<file path="config.mk">
export PLATFORM = sky130hd
export DESIGN_NAME = nirm_regs
export DESIGN_NICKNAME = d
export VERILOG_FILES = /design/src/nirm_pkg.sv /design/src/nirm_core_if.sv /design/src/nirm_ee_loader.sv /design/src/nirm_rom_xlate.sv /design/src/nirm_regs.sv
export SDC_FILE = /design/constraint.sdc
export NUM_CORES = 1
export LEC_CHECK = 0
export ABC_CLOCK_PERIOD_IN_PS = 2900
export BUFFER_PORTS_ARGS = -buffer_cell sky130_fd_sc_hd__buf_2
export CAP_MARGIN = 40
export CORE_MARGIN = 2
export CORE_UTILIZATION = 59
export CTS_BUF_LIST = sky130_fd_sc_hd__clkbuf_4 sky130_fd_sc_hd__clkbuf_8
export DETAILED_ROUTE_END_ITERATION = 16
export PLACE_DENSITY = 0.82
export SLEW_MARGIN = 20
export SYNTH_ARGS = -nofsm -noshare
export SYNTH_HDL_FRONTEND = slang
export SYNTH_SLANG_ARGS = --single-unit
</file>
<file path="constraint.sdc">
create_clock -name sys_clk_i -period 2.9 [get_ports sys_clk_i]
set_input_delay 0.725 -clock sys_clk_i [delete_from_list [all_inputs] [get_ports sys_clk_i]]
set_output_delay 0.725 -clock sys_clk_i [all_outputs]
set_load 0.02 [all_outputs]
</file>
<file path="src/nirm_pkg.sv">
// constants for the node identity and config-rom mapping register group
// assumes a 100 MHz system clock and a byte-addressed avalon-mm slave port
package nirm_pkg;

	localparam int AVS_ADDR_W = 6;
	localparam int DATA_W = 32;
	localparam int ID_W = 64;
	localparam int OFFS_W = 48;

	// register byte offsets
	localparam logic [AVS_ADDR_W-1:0] OFF_BUS_OPT = 6'h20;
	localparam logic [AVS_ADDR_W-1:0] OFF_ID_UPPER = 6'h24;
	localparam logic [AVS_ADDR_W-1:0] OFF_ID_LOWER = 6'h28;
	localparam logic [AVS_ADDR_W-1:0] OFF_LOAD_STAT = 6'h30;
	localparam logic [AVS_ADDR_W-1:0] OFF_ROM_MAP = 6'h34;

	// bus-options fields
	localparam int GEN_LSB = 6;
	localparam int GEN_W = 2;
	localparam int SPD_LSB = 0;
	localparam int SPD_W = 3;
	localparam logic [SPD_W-1:0] LINK_SPEED_CODE = 3'h2;

	// mapping register fields
	localparam int MAP_LSB = 10;
	localparam int MAP_W = DATA_W - MAP_LSB;
	localparam logic [DATA_W-1:0] RST_ZERO = 32'h00000000;

	// load status fields
	localparam int STAT_UPPER_LOCK = 0;
	localparam int STAT_LOWER_LOCK = 1;
	localparam int STAT_EE_PRESENT = 2;
	localparam int STAT_EE_BUSY = 3;

	// quadlet-read window of the configuration rom
	localparam logic [OFFS_W-1:0] ROM_WIN_FIRST = 48'hFFFFF0000400;
	localparam logic [OFFS_W-1:0] ROM_WIN_LAST = 48'hFFFFF00007FF;

	// timing
	localparam int CLK_PERIOD_NS = 10;
	localparam int EE_HALF_NS = 1000;
	localparam int EE_HALF_CYC = (EE_HALF_NS + CLK_PERIOD_NS - 1)
		/ CLK_PERIOD_NS;
	localparam int STRAP_SETTLE_NS = 200;
	localparam int STRAP_SETTLE_CYC = (STRAP_SETTLE_NS + CLK_PERIOD_NS - 1)
		/ CLK_PERIOD_NS;
	localparam int CNT_W = 16;

endpackage : nirm_pkg

</file>
<file path="src/nirm_core_if.sv">
// signals shared between the register core, the eeprom loader and the
// rom address translator; no clocking, all on sys_clk_i
interface nirm_core_if;
	import nirm_pkg::*;

	logic ld_valid;
	logic [ID_W-1:0] ld_id;
	logic ee_present;
	logic ee_busy;
	logic [DATA_W-1:0] map_base;

	modport loader (output ld_valid, ld_id, ee_present, ee_busy);
	modport regs (input ld_valid, ld_id, ee_present, ee_busy,
		output map_base);
	modport xlate (input map_base);
endinterface : nirm_core_if

</file>
<file path="src/nirm_ee_loader.sv">
// serial eeprom reader: after global reset samples the presence strap,
// then clocks 64 identifier bits in msb first and offers them once
// assumes the eeprom shifts data on the falling edge of ee_clk_o
module nirm_ee_loader
	import nirm_pkg::*;
(
	// clock and reset
	input wire logic sys_clk_i,
	input wire logic rst_n_i,
	// eeprom pins
	input wire logic ee_present_i,
	input wire logic ee_data_i,
	output logic ee_clk_o,
	output logic ee_sel_o,
	// core side
	nirm_core_if.loader core
);
	import nirm_pkg::*;

	typedef enum logic [1:0] {LD_SETTLE, LD_SHIFT, LD_DONE} nirm_ld_st_t;

	typedef struct packed {
		nirm_ld_st_t st;
		logic [CNT_W-1:0] cnt;
		logic [6:0] bitn;
		logic [ID_W-1:0] shreg;
		logic [2:0] pres_s;
		logic [2:0] data_s;
		logic pres;
		logic data;
		logic eclk;
		logic sel;
		logic valid;
		logic busy;
	} nirm_ld_t;

	nirm_ld_t r_reg, r_next;

	always_comb begin
		r_next = r_reg;
		r_next.valid = 1'b0;
		r_next.pres_s = {r_reg.pres_s[1:0], ee_present_i};
		r_next.data_s = {r_reg.data_s[1:0], ee_data_i};
		// a pin level counts only once the last two stages agree
		if (r_reg.pres_s[2] == r_reg.pres_s[1]) begin
			r_next.pres = r_reg.pres_s[2];
		end
		if (r_reg.data_s[2] == r_reg.data_s[1]) begin
			r_next.data = r_reg.data_s[2];
		end
		unique case (r_reg.st)
			LD_SETTLE: begin
				r_next.cnt = r_reg.cnt + 1'b1;
				if (r_reg.cnt == CNT_W'(STRAP_SETTLE_CYC)) begin
					r_next.cnt = '0;
					if (r_reg.pres) begin
						r_next.sel = 1'b1;
						r_next.st = LD_SHIFT;
					end else begin
						r_next.busy = 1'b0;
						r_next.st = LD_DONE;
					end
				end
			end
			LD_SHIFT: begin
				r_next.cnt = r_reg.cnt + 1'b1;
				if (r_reg.cnt == CNT_W'(EE_HALF_CYC - 1)) begin
					r_next.cnt = '0;
					r_next.eclk = ~r_reg.eclk;
					// sample at the end of the high half
					if (r_reg.eclk) begin
						r_next.shreg = {r_reg.shreg[ID_W-2:0], r_reg.data};
						r_next.bitn = r_reg.bitn + 1'b1;
						if (r_reg.bitn == 7'(ID_W - 1)) begin
							r_next.valid = 1'b1;
							r_next.sel = 1'b0;
							r_next.busy = 1'b0;
							r_next.st = LD_DONE;
						end
					end
				end
			end
			LD_DONE: begin
				r_next.cnt = '0;
			end
		endcase
	end

	always_ff @(posedge sys_clk_i) begin
		if (!rst_n_i) begin
			r_reg <= '{st: LD_SETTLE, busy: 1'b1, default: '0};
		end else begin
			r_reg <= r_next;
		end
	end

	assign ee_clk_o = r_reg.eclk;
	assign ee_sel_o = r_reg.sel;
	assign core.ld_valid = r_reg.valid;
	assign core.ld_id = r_reg.shreg;
	assign core.ee_present = r_reg.pres;
	assign core.ee_busy = r_reg.busy;

endmodule // nirm_ee_loader

</file>
<file path="src/nirm_rom_xlate.sv">
// config-rom window translator: a quadlet read inside the window becomes
// a host memory address one cycle later; anything else reports a miss
module nirm_rom_xlate
	import nirm_pkg::*;
(
	// clock and reset
	input wire logic sys_clk_i,
	input wire logic rst_n_i,
	// incoming read request
	input wire logic req_valid_i,
	input wire logic req_quadlet_i,
	input wire logic [OFFS_W-1:0] req_offset_i,
	// translated address
	output logic map_valid_o,
	output logic map_miss_o,
	output logic [DATA_W-1:0] map_addr_o,
	// mapping base
	nirm_core_if.xlate core
);
	import nirm_pkg::*;

	typedef struct packed {
		logic valid;
		logic miss;
		logic [DATA_W-1:0] addr;
	} nirm_xl_t;

	nirm_xl_t r_reg, r_next;
	logic in_win;

	assign in_win = req_quadlet_i && req_offset_i >= ROM_WIN_FIRST
		&& req_offset_i <= ROM_WIN_LAST;

	always_comb begin
		r_next = r_reg;
		r_next.valid = 1'b0;
		r_next.miss = 1'b0;
		if (req_valid_i) begin
			// base plus low ten offset bits
			if (in_win) begin
				r_next.valid = 1'b1;
				r_next.addr = core.map_base
					+ {{MAP_W{1'b0}}, req_offset_i[MAP_LSB-1:0]};
			end else begin
				r_next.miss = 1'b1;
			end
		end
	end

	always_ff @(posedge sys_clk_i) begin
		if (!rst_n_i) begin
			r_reg <= '0;
		end else begin
			r_reg <= r_next;
		end
	end

	assign map_valid_o = r_reg.valid;
	assign map_miss_o = r_reg.miss;
	assign map_addr_o = r_reg.addr;

	property p_win_addr;
		@(posedge sys_clk_i) disable iff (!rst_n_i)
		(req_valid_i && in_win) |=> map_valid_o && map_addr_o ==
			$past(core.map_base) + {{MAP_W{1'b0}}, $past(req_offset_i[9:0])};
	endproperty
	a_win_addr: assert property (p_win_addr)
		else $error("window read not mapped to base plus offset");

endmodule // nirm_rom_xlate

</file>
<file path="src/nirm_regs.sv">
// node identity and config-rom mapping registers behind an avalon-mm slave
// assumes eeprom pins and request inputs as described in the loader and
// translator; the host bus master obeys waitrequest
//
// Notes on behaviour
// - bus-options bits 11..8 always read as zero.
// - bus-options bits 5..3 always read as zero.
// - link-speed field bits 2..0 always reads 010.
// - identifier-upper register shows the top 32 identifier bits.
// - both identifier registers clear to zero on system reset.
// - with an eeprom present, identifier is loaded from it after reset.
// - once loaded, identifier registers ignore any further change.
// - identifier-lower holds low 32 bits, same reset, load and lock.
// - window quadlet reads map to base plus low ten offset bits.
// - mapping register bits 9..0 are read-only zero.
// - mapping register upper field is read/write, resets to zero.
module nirm_regs
	import nirm_pkg::*;
(
	// clock and reset
	input wire logic sys_clk_i,
	input wire logic rst_n_i,
	// avalon-mm slave
	input wire logic [nirm_pkg::AVS_ADDR_W-1:0] avs_address_i,
	input wire logic avs_read_i,
	input wire logic avs_write_i,
	input wire logic [nirm_pkg::DATA_W-1:0] avs_writedata_i,
	input wire logic [3:0] avs_byteenable_i,
	output logic [nirm_pkg::DATA_W-1:0] avs_readdata_o,
	output logic avs_waitrequest_o,
	// serial eeprom
	input wire logic ee_present_i,
	input wire logic ee_data_i,
	output logic ee_clk_o,
	output logic ee_sel_o,
	// config-rom read requests
	input wire logic req_valid_i,
	input wire logic req_quadlet_i,
	input wire logic [nirm_pkg::OFFS_W-1:0] req_offset_i,
	output logic map_valid_o,
	output logic map_miss_o,
	output logic [nirm_pkg::DATA_W-1:0] map_addr_o
);
	import nirm_pkg::*;

	////////////////////////////////////////////////////////////////////////

	typedef struct packed {
		logic wait_n;
		logic [DATA_W-1:0] rdata;
		logic [GEN_W-1:0] gen;
		logic [DATA_W-1:0] id_upper;
		logic [DATA_W-1:0] id_lower;
		logic upper_lock;
		logic lower_lock;
		logic [MAP_W-1:0] map_base;
	} nirm_regs_t;

	nirm_regs_t r_reg, r_next;
	nirm_core_if core ();

	logic acc_take;
	logic wr_take;
	logic id_wr_ok;
	logic [DATA_W-1:0] opt_wr_word;
	logic [DATA_W-1:0] map_wr_word;

	////////////////////////////////////////////////////////////////////////
	// helpers

	function automatic logic [DATA_W-1:0] be_merge(
		input logic [DATA_W-1:0] old_v,
		input logic [DATA_W-1:0] new_v,
		input logic [3:0] be
	);
		logic [DATA_W-1:0] res;
		res = old_v;
		for (int i = 0; i < 4; i++) begin
			if (be[i]) begin
				res[8*i +: 8] = new_v[8*i +: 8];
			end
		end
		return res;
	endfunction

	function automatic logic [DATA_W-1:0] bus_opt_word(
		input logic [GEN_W-1:0] gen
	);
		logic [DATA_W-1:0] w;
		w = RST_ZERO;
		w[GEN_LSB +: GEN_W] = gen;
		w[SPD_LSB +: SPD_W] = LINK_SPEED_CODE;
		return w;
	endfunction

	////////////////////////////////////////////////////////////////////////
	// sub-blocks

	nirm_ee_loader u_loader (
		.sys_clk_i(sys_clk_i),
		.rst_n_i(rst_n_i),
		.ee_present_i(ee_present_i),
		.ee_data_i(ee_data_i),
		.ee_clk_o(ee_clk_o),
		.ee_sel_o(ee_sel_o),
		.core(core.loader)
	);

	nirm_rom_xlate u_xlate (
		.sys_clk_i(sys_clk_i),
		.rst_n_i(rst_n_i),
		.req_valid_i(req_valid_i),
		.req_quadlet_i(req_quadlet_i),
		.req_offset_i(req_offset_i),
		.map_valid_o(map_valid_o),
		.map_miss_o(map_miss_o),
		.map_addr_o(map_addr_o),
		.core(core.xlate)
	);

	assign core.map_base = {r_reg.map_base, {MAP_LSB{1'b0}}};

	////////////////////////////////////////////////////////////////////////
	// bus handshake: one wait cycle, then answer

	// a request seen with waitrequest high earns one low cycle next
	assign acc_take = (avs_read_i || avs_write_i) && r_reg.wait_n;
	// a write lands only on the edge where waitrequest is sampled low
	assign wr_take = avs_write_i && !r_reg.wait_n;
	// bios may load only when no eeprom owns the identifier
	assign id_wr_ok = !core.ee_busy && !core.ee_present;
	// byte-merged write words, sliced into the field registers below
	assign opt_wr_word = be_merge(bus_opt_word(r_reg.gen), avs_writedata_i,
		avs_byteenable_i);
	assign map_wr_word = be_merge(core.map_base, avs_writedata_i,
		avs_byteenable_i);

	always_comb begin
		r_next = r_reg;
		r_next.wait_n = 1'b1;
		if (acc_take) begin
			r_next.wait_n = 1'b0;
			unique case (avs_address_i)
				OFF_BUS_OPT: r_next.rdata = bus_opt_word(r_reg.gen);
				OFF_ID_UPPER: r_next.rdata = r_reg.id_upper;
				OFF_ID_LOWER: r_next.rdata = r_reg.id_lower;
				OFF_LOAD_STAT: begin
					r_next.rdata = RST_ZERO;
					r_next.rdata[STAT_UPPER_LOCK] = r_reg.upper_lock;
					r_next.rdata[STAT_LOWER_LOCK] = r_reg.lower_lock;
					r_next.rdata[STAT_EE_PRESENT] = core.ee_present;
					r_next.rdata[STAT_EE_BUSY] = core.ee_busy;
				end
				// low ten bits read as zero
				OFF_ROM_MAP: r_next.rdata = core.map_base;
				default: r_next.rdata = RST_ZERO;
			endcase
		end
		if (wr_take) begin
			unique case (avs_address_i)
				OFF_BUS_OPT: begin
					// only the two-bit field takes the write
					r_next.gen = opt_wr_word[GEN_LSB +: GEN_W];
				end
				OFF_ID_UPPER: begin
					if (!r_reg.upper_lock && id_wr_ok) begin
						r_next.id_upper = be_merge(r_reg.id_upper,
							avs_writedata_i, avs_byteenable_i);
						r_next.upper_lock = 1'b1;
					end
				end
				OFF_ID_LOWER: begin
					// same single load as the upper word
					if (!r_reg.lower_lock && id_wr_ok) begin
						r_next.id_lower = be_merge(r_reg.id_lower,
							avs_writedata_i, avs_byteenable_i);
						r_next.lower_lock = 1'b1;
					end
				end
				OFF_ROM_MAP: begin
					r_next.map_base = map_wr_word[DATA_W-1:MAP_LSB];
				end
				default: begin
				end
			endcase
		end
		if (core.ld_valid) begin
			if (!r_reg.upper_lock) begin
				r_next.id_upper = core.ld_id[ID_W-1:DATA_W];
				r_next.upper_lock = 1'b1;
			end
			if (!r_reg.lower_lock) begin
				r_next.id_lower = core.ld_id[DATA_W-1:0];
				r_next.lower_lock = 1'b1;
			end
		end
	end

	always_ff @(posedge sys_clk_i) begin
		if (!rst_n_i) begin
			r_reg <= '{wait_n: 1'b1, default: '0};
		end else begin
			r_reg <= r_next;
		end
	end

	assign avs_readdata_o = r_reg.rdata;
	assign avs_waitrequest_o = r_reg.wait_n;

	////////////////////////////////////////////////////////////////////////
	// checks

	property p_opt_hi_zero;
		@(posedge sys_clk_i) disable iff (!rst_n_i)
		(avs_read_i && r_reg.wait_n && avs_address_i == OFF_BUS_OPT)
			|=> !avs_waitrequest_o && avs_readdata_o[11:8] == 4'h0;
	endproperty
	a_opt_hi_zero: assert property (p_opt_hi_zero)
		else $error("bus-options bits 11..8 not zero");

	property p_opt_mid_zero;
		@(posedge sys_clk_i) disable iff (!rst_n_i)
		(avs_read_i && r_reg.wait_n && avs_address_i == OFF_BUS_OPT)
			|=> avs_readdata_o[5:3] == 3'h0
			&& avs_readdata_o[7:6] == $past(r_reg.gen);
	endproperty
	a_opt_mid_zero: assert property (p_opt_mid_zero)
		else $error("bus-options bits 5..3 not zero");

	property p_speed;
		@(posedge sys_clk_i) disable iff (!rst_n_i)
		(avs_read_i && r_reg.wait_n && avs_address_i == OFF_BUS_OPT)
			|=> avs_readdata_o[2:0] == 3'h2;
	endproperty
	a_speed: assert property (p_speed)
		else $error("link-speed field not 010");

	property p_upper_read;
		@(posedge sys_clk_i) disable iff (!rst_n_i)
		(avs_read_i && r_reg.wait_n && avs_address_i == OFF_ID_UPPER)
			|=> avs_readdata_o == $past(r_reg.id_upper);
	endproperty
	a_upper_read: assert property (p_upper_read)
		else $error("identifier-upper read mismatch");

	property p_id_reset;
		@(posedge sys_clk_i) disable iff (!rst_n_i)
		$rose(rst_n_i) |-> r_reg.id_upper == RST_ZERO
			&& r_reg.id_lower == RST_ZERO && !r_reg.upper_lock;
	endproperty
	a_id_reset: assert property (p_id_reset)
		else $error("identifier not cleared by reset");

	property p_ee_load;
		@(posedge sys_clk_i) disable iff (!rst_n_i)
		(core.ld_valid && !r_reg.upper_lock) |=>
			r_reg.id_upper == $past(core.ld_id[63:32]) && r_reg.upper_lock;
	endproperty
	a_ee_load: assert property (p_ee_load)
		else $error("eeprom image not loaded");

	property p_upper_lock;
		@(posedge sys_clk_i) disable iff (!rst_n_i)
		r_reg.upper_lock |=> r_reg.upper_lock && $stable(r_reg.id_upper);
	endproperty
	a_upper_lock: assert property (p_upper_lock)
		else $error("locked identifier-upper changed");

	property p_lower_lock;
		@(posedge sys_clk_i) disable iff (!rst_n_i)
		r_reg.lower_lock |=> r_reg.lower_lock && $stable(r_reg.id_lower);
	endproperty
	a_lower_lock: assert property (p_lower_lock)
		else $error("locked identifier-lower changed");

	property p_map_low_zero;
		@(posedge sys_clk_i) disable iff (!rst_n_i)
		(avs_read_i && r_reg.wait_n && avs_address_i == OFF_ROM_MAP)
			|=> avs_readdata_o[9:0] == 10'h000;
	endproperty
	a_map_low_zero: assert property (p_map_low_zero)
		else $error("mapping bits 9..0 not zero");

	property p_map_write;
		@(posedge sys_clk_i) disable iff (!rst_n_i)
		(wr_take && avs_address_i == OFF_ROM_MAP
			&& avs_byteenable_i == 4'hF)
			|=> r_reg.map_base == $past(avs_writedata_i[31:10]);
	endproperty
	a_map_write: assert property (p_map_write)
		else $error("mapping write not stored");

	property p_lower_read;
		@(posedge sys_clk_i) disable iff (!rst_n_i)
		(avs_read_i && r_reg.wait_n && avs_address_i == OFF_ID_LOWER)
			|=> avs_readdata_o == $past(r_reg.id_lower);
	endproperty
	a_lower_read: assert property (p_lower_read)
		else $error("identifier-lower read mismatch");

	property p_ee_load_lower;
		@(posedge sys_clk_i) disable iff (!rst_n_i)
		(core.ld_valid && !r_reg.lower_lock) |=>
			r_reg.id_lower == $past(core.ld_id[31:0]) && r_reg.lower_lock;
	endproperty
	a_ee_load_lower: assert property (p_ee_load_lower)
		else $error("eeprom image not loaded into lower word");

	property p_id_refused;
		@(posedge sys_clk_i) disable iff (!rst_n_i)
		(wr_take && avs_address_i == OFF_ID_UPPER && !id_wr_ok
			&& !core.ld_valid) |=> $stable(r_reg.id_upper);
	endproperty
	a_id_refused: assert property (p_id_refused)
		else $error("identifier-upper written while eeprom owns it");

	property p_bios_load;
		@(posedge sys_clk_i) disable iff (!rst_n_i)
		(wr_take && avs_address_i == OFF_ID_UPPER && !r_reg.upper_lock
			&& id_wr_ok && avs_byteenable_i == 4'hF)
			|=> r_reg.upper_lock
			&& r_reg.id_upper == $past(avs_writedata_i);
	endproperty
	a_bios_load: assert property (p_bios_load)
		else $error("bios identifier load not taken and locked");

	property p_map_read;
		@(posedge sys_clk_i) disable iff (!rst_n_i)
		(avs_read_i && r_reg.wait_n && avs_address_i == OFF_ROM_MAP)
			|=> avs_readdata_o[31:10] == $past(r_reg.map_base);
	endproperty
	a_map_read: assert property (p_map_read)
		else $error("mapping read mismatch");

	property p_map_reset;
		@(posedge sys_clk_i) disable iff (!rst_n_i)
		$rose(rst_n_i) |-> r_reg.map_base == '0 && r_reg.gen == '0;
	endproperty
	a_map_reset: assert property (p_map_reset)
		else $error("mapping register not cleared by reset");

endmodule // nirm_regs

</file>
==> impl_metrics.yaml <==
synth:
  synthArstFlopShare: 0
  postSynthAreaPerCell_um2: 8.593
  synth-seq-cells: 258
  synth-compound-area-share: 0.1897
  synthAdderAreaFrac: 0.005787
  synthCells: 1258
  synth_nets: 1361
  synth_area_leaders: "dfxtp_1 (48%), o21ai_0 (8.7%), mux2i_1 (6.2%)"
  ys_seq_area_frac: 0.4778
  synthesis.area_mm2: 0.01081
  synth_edf_count: 0
  yosys.area_share.xor_xnor: 0.01458
  synth_top_area_frac: 0.4778
  yosys.area_share.simple: 0.1872
  ys_types: 49
  yosys_warnings: 0
  muxShareOfSynthArea: 0.06204
  synth_top_family_by_area: "compound AO/OA/AOI/OAI gates"
  synth_flop_cell: "dfxtp_1"
  yosys.area.top_type: "dfxtp_1"
clocking:
  cts_tree: "built"
  cts_resized: 0
  htreeDepth: 2
  cts_hold_buf: 0
  clkLatencyLatePin_ns: 0.54
  root_buffer: "clkbuf_8"
  cts_buffers: 42
  path_clk_slew_ns: 0.06
  clockBufferDepth: 3
  post-cts-setup-buffers: 0
  clock-sinks: 258
timing:
  period_share: 0.8285
  postLayoutSetupSlackWorst_ns: 0.4972
  setup_viol: 0
  worst_pin_slew_ns: 0.6486
  setup_tns_ns: 0
  hold-worst-slack_ns: 0.4042
  skew_ns: 0.02745
  drv_slew: 0
  relSlewSlack: 0.5676
  max_freq_ghz: 0.4162
  finalHoldViolations: 0
  min_period_ns: 2.403
  rsz0062_at_grt: "no"
power_and_ir_drop:
  leakage_nw: 4.700
  p_clk_frac: 0.456
  power.share.sequential: 0.503
  powerDensity_mw_per_mm2: 566.1
  intPower_mw: 5.482
  combPwrFrac: 0.041
  p_sw_mw: 1.591
  power.total_mw: 7.073
  swShare: 0.2249
  vdd_drop_max_uv: 445.0
run:
  drv_cap: 0
global_routing:
  grt_overflow: 0
  grt_pass1_vias: 8973
  grt_pass1_wl_um: 44190
  grt_max_degree: 125
  grtUsageTotal: 0.2705
  antenna_found_initial: 2
placed_design:
  hpwl_um: 17670
  gp_congestion: 0.8451
  dpl_worst_slack_ns: 0.1987
  postPlaceCellArea_mm2: 0.01162
  port-buffer-count: 166
drt:
  wirelength_um: 26430
  wl_per_cell_um: 16.30
  ant_nets: 0
  drt_iter0_markers: 773
  vias: 9491
  firstDrtPassIters: 5
  drc: 0
  via_per_inst: 5.855
die:
  dieHeight_um: 139.4
  start_util: 0.6018
  fp.dieW_um: 139.4
  ios: 167
  core_area_mm2: 0.01796
  rows: 49
  dieArea_mm2: 0.01942
setup_path:
  critical_path_class: "reg2reg"
  rr_startpoint: "u_loader.r_reg[83]"
  end_kind: "register"
  required_ns: 3.30
  critPathArrivalTime_ns: 2.80
  cp_cell_sequence: "ha_1 -> or3b_2 -> nor4_4 -> nand3_4 -> buf_4 -> nand3_1 -> o21ai_0"
  critPathLaunch: "u_loader.r_reg[83]"
  critPathMaxFanout: 80
  slowest_stage: "or3b_2"
  cpPeakStageDelay_ns: 0.49
  crit_path_start_kind: "register"
layout:
  seq_area_mm2: 0.005165
  area_growth_pct: 15.58
  design_area_mm2: 0.01249
  fillers: 1405
  multi_input_area_mm2: 0.005006
  drive_gt1_frac: 0.2078
  largest_register_ffs: 68
  num-nets-final: 1466
worst_hold_path:
  hold_class: "in2reg"
  worstHoldStart: "ee_data_i"
run_status:
  status: "complete, no violations"
[layout by cell type, fill, tap and decap left out, types with 11 or more instances in the layout]
master / Yosys / layout
a221oi_1: 29 / 29
nand4_1: 11 / 11
a21oi_1: 102 / 101
clkbuf_4: 0 / 13
nor2_1: 37 / 37
nand2_1: 125 / 125
dfxtp_1: 258 / 258
clkbuf_8: 0 / 55
nor3_1: 40 / 40
nand3_1: 130 / 130
o21ai_0: 188 / 187
mux2i_1: 67 / 67
buf_2: 4 / 165
buf_4: 32 / 31
a22o_1: 27 / 27
[area by class of cell]
type	count	area share
Multi-Input combinational cell	852	0.4007
Tap cell	229	0.02293
Antenna cell	1	0.0002003
Clock inverter	5	0.002203
Inverter	9	0.002704
Clock buffer	67	0.06729
Timing Repair Buffer	200	0.09063
Sequential cell	258	0.4134
[worst paths after layout]
path                        endpoint  slack, ns  cells past startpoint
max          u_loader.core.ld_id[51]       0.50                      7
min               u_loader.r_next[7]       0.40                      2
max reg2reg  u_loader.core.ld_id[51]       0.50                      7
min reg2reg       u_loader.r_next[8]       0.44                      1
[synth_stat cells (2+ instances only)]
cell	n
dfxtp_1	258
o21ai_0	188
nand3_1	130
nand2_1	125
a21oi_1	102
clkbuf_1	93
mux2i_1	67
nor3_1	40
nor2_1	37
buf_4	32
a221oi_1	29
a22o_1	27
nand4_1	11
buf_1	10
inv_1	9
xnor2_1	9
xor2_1	9
and2_1	8
and3_1	6
nor4_1	6
ha_1	5
nand2b_1	5
a222oi_1	4
and4_1	4
buf_2	4
nor3b_1	4
nor4b_1	4
nand3b_1	3
nor2b_1	3
nor4_4	3
a211oi_1	2
nand4b_1	2
or3_1	2
or4_4	2
[per-layer routing]
layer  routed length (µm)  part of all wire  GRT usage
met3                 1594             0.060    0.05196
met4                  606             0.023    0.09516
met2                12520              0.47     0.4499
met1                11700              0.44     0.3534
met5                    8           0.00030          0
[power groups by stage]
stage               clock network, mW  registers (mW)  logic (mW)
floorplan                           0            3.64       0.145
global placement                    0            3.64       0.278
detailed placement                  0            3.64       0.281
CTS                              3.27            3.56       0.283
global route                     3.43            3.56       0.315
finish                           3.22            3.56       0.287
[critical path: cells and delay by family (launching register included)]
kind                       cells  cell delay [ns]
AOI/OAI and AO/OA              1             0.10
adders and majority gates      1             0.23
buffers and inverters          1             0.36
DFF                            1             0.37
and+or+nand+nor                4             1.20
[cell families (layout without fill, tap and decap cells)]
family / count (synthesis) / in the layout
simple gates: 403 / 403
compound gates: 359 / 359
flops: 258 / 258
buf+inv: 148 / 281
mux: 67 / 67
xor+xnor: 18 / 18
fa+ha+maj: 5 / 5
other cells: 0 / 1
[through the flow]
step	instances	utilization
CTS	1620	0.6954
floorplan	1258	-
detailed placement	1548	0.6471
finish	1621	0.6955
global placement	1548	0.6471
global route	1621	0.6955
Note: power is estimated with default switching activity, not from simulation.
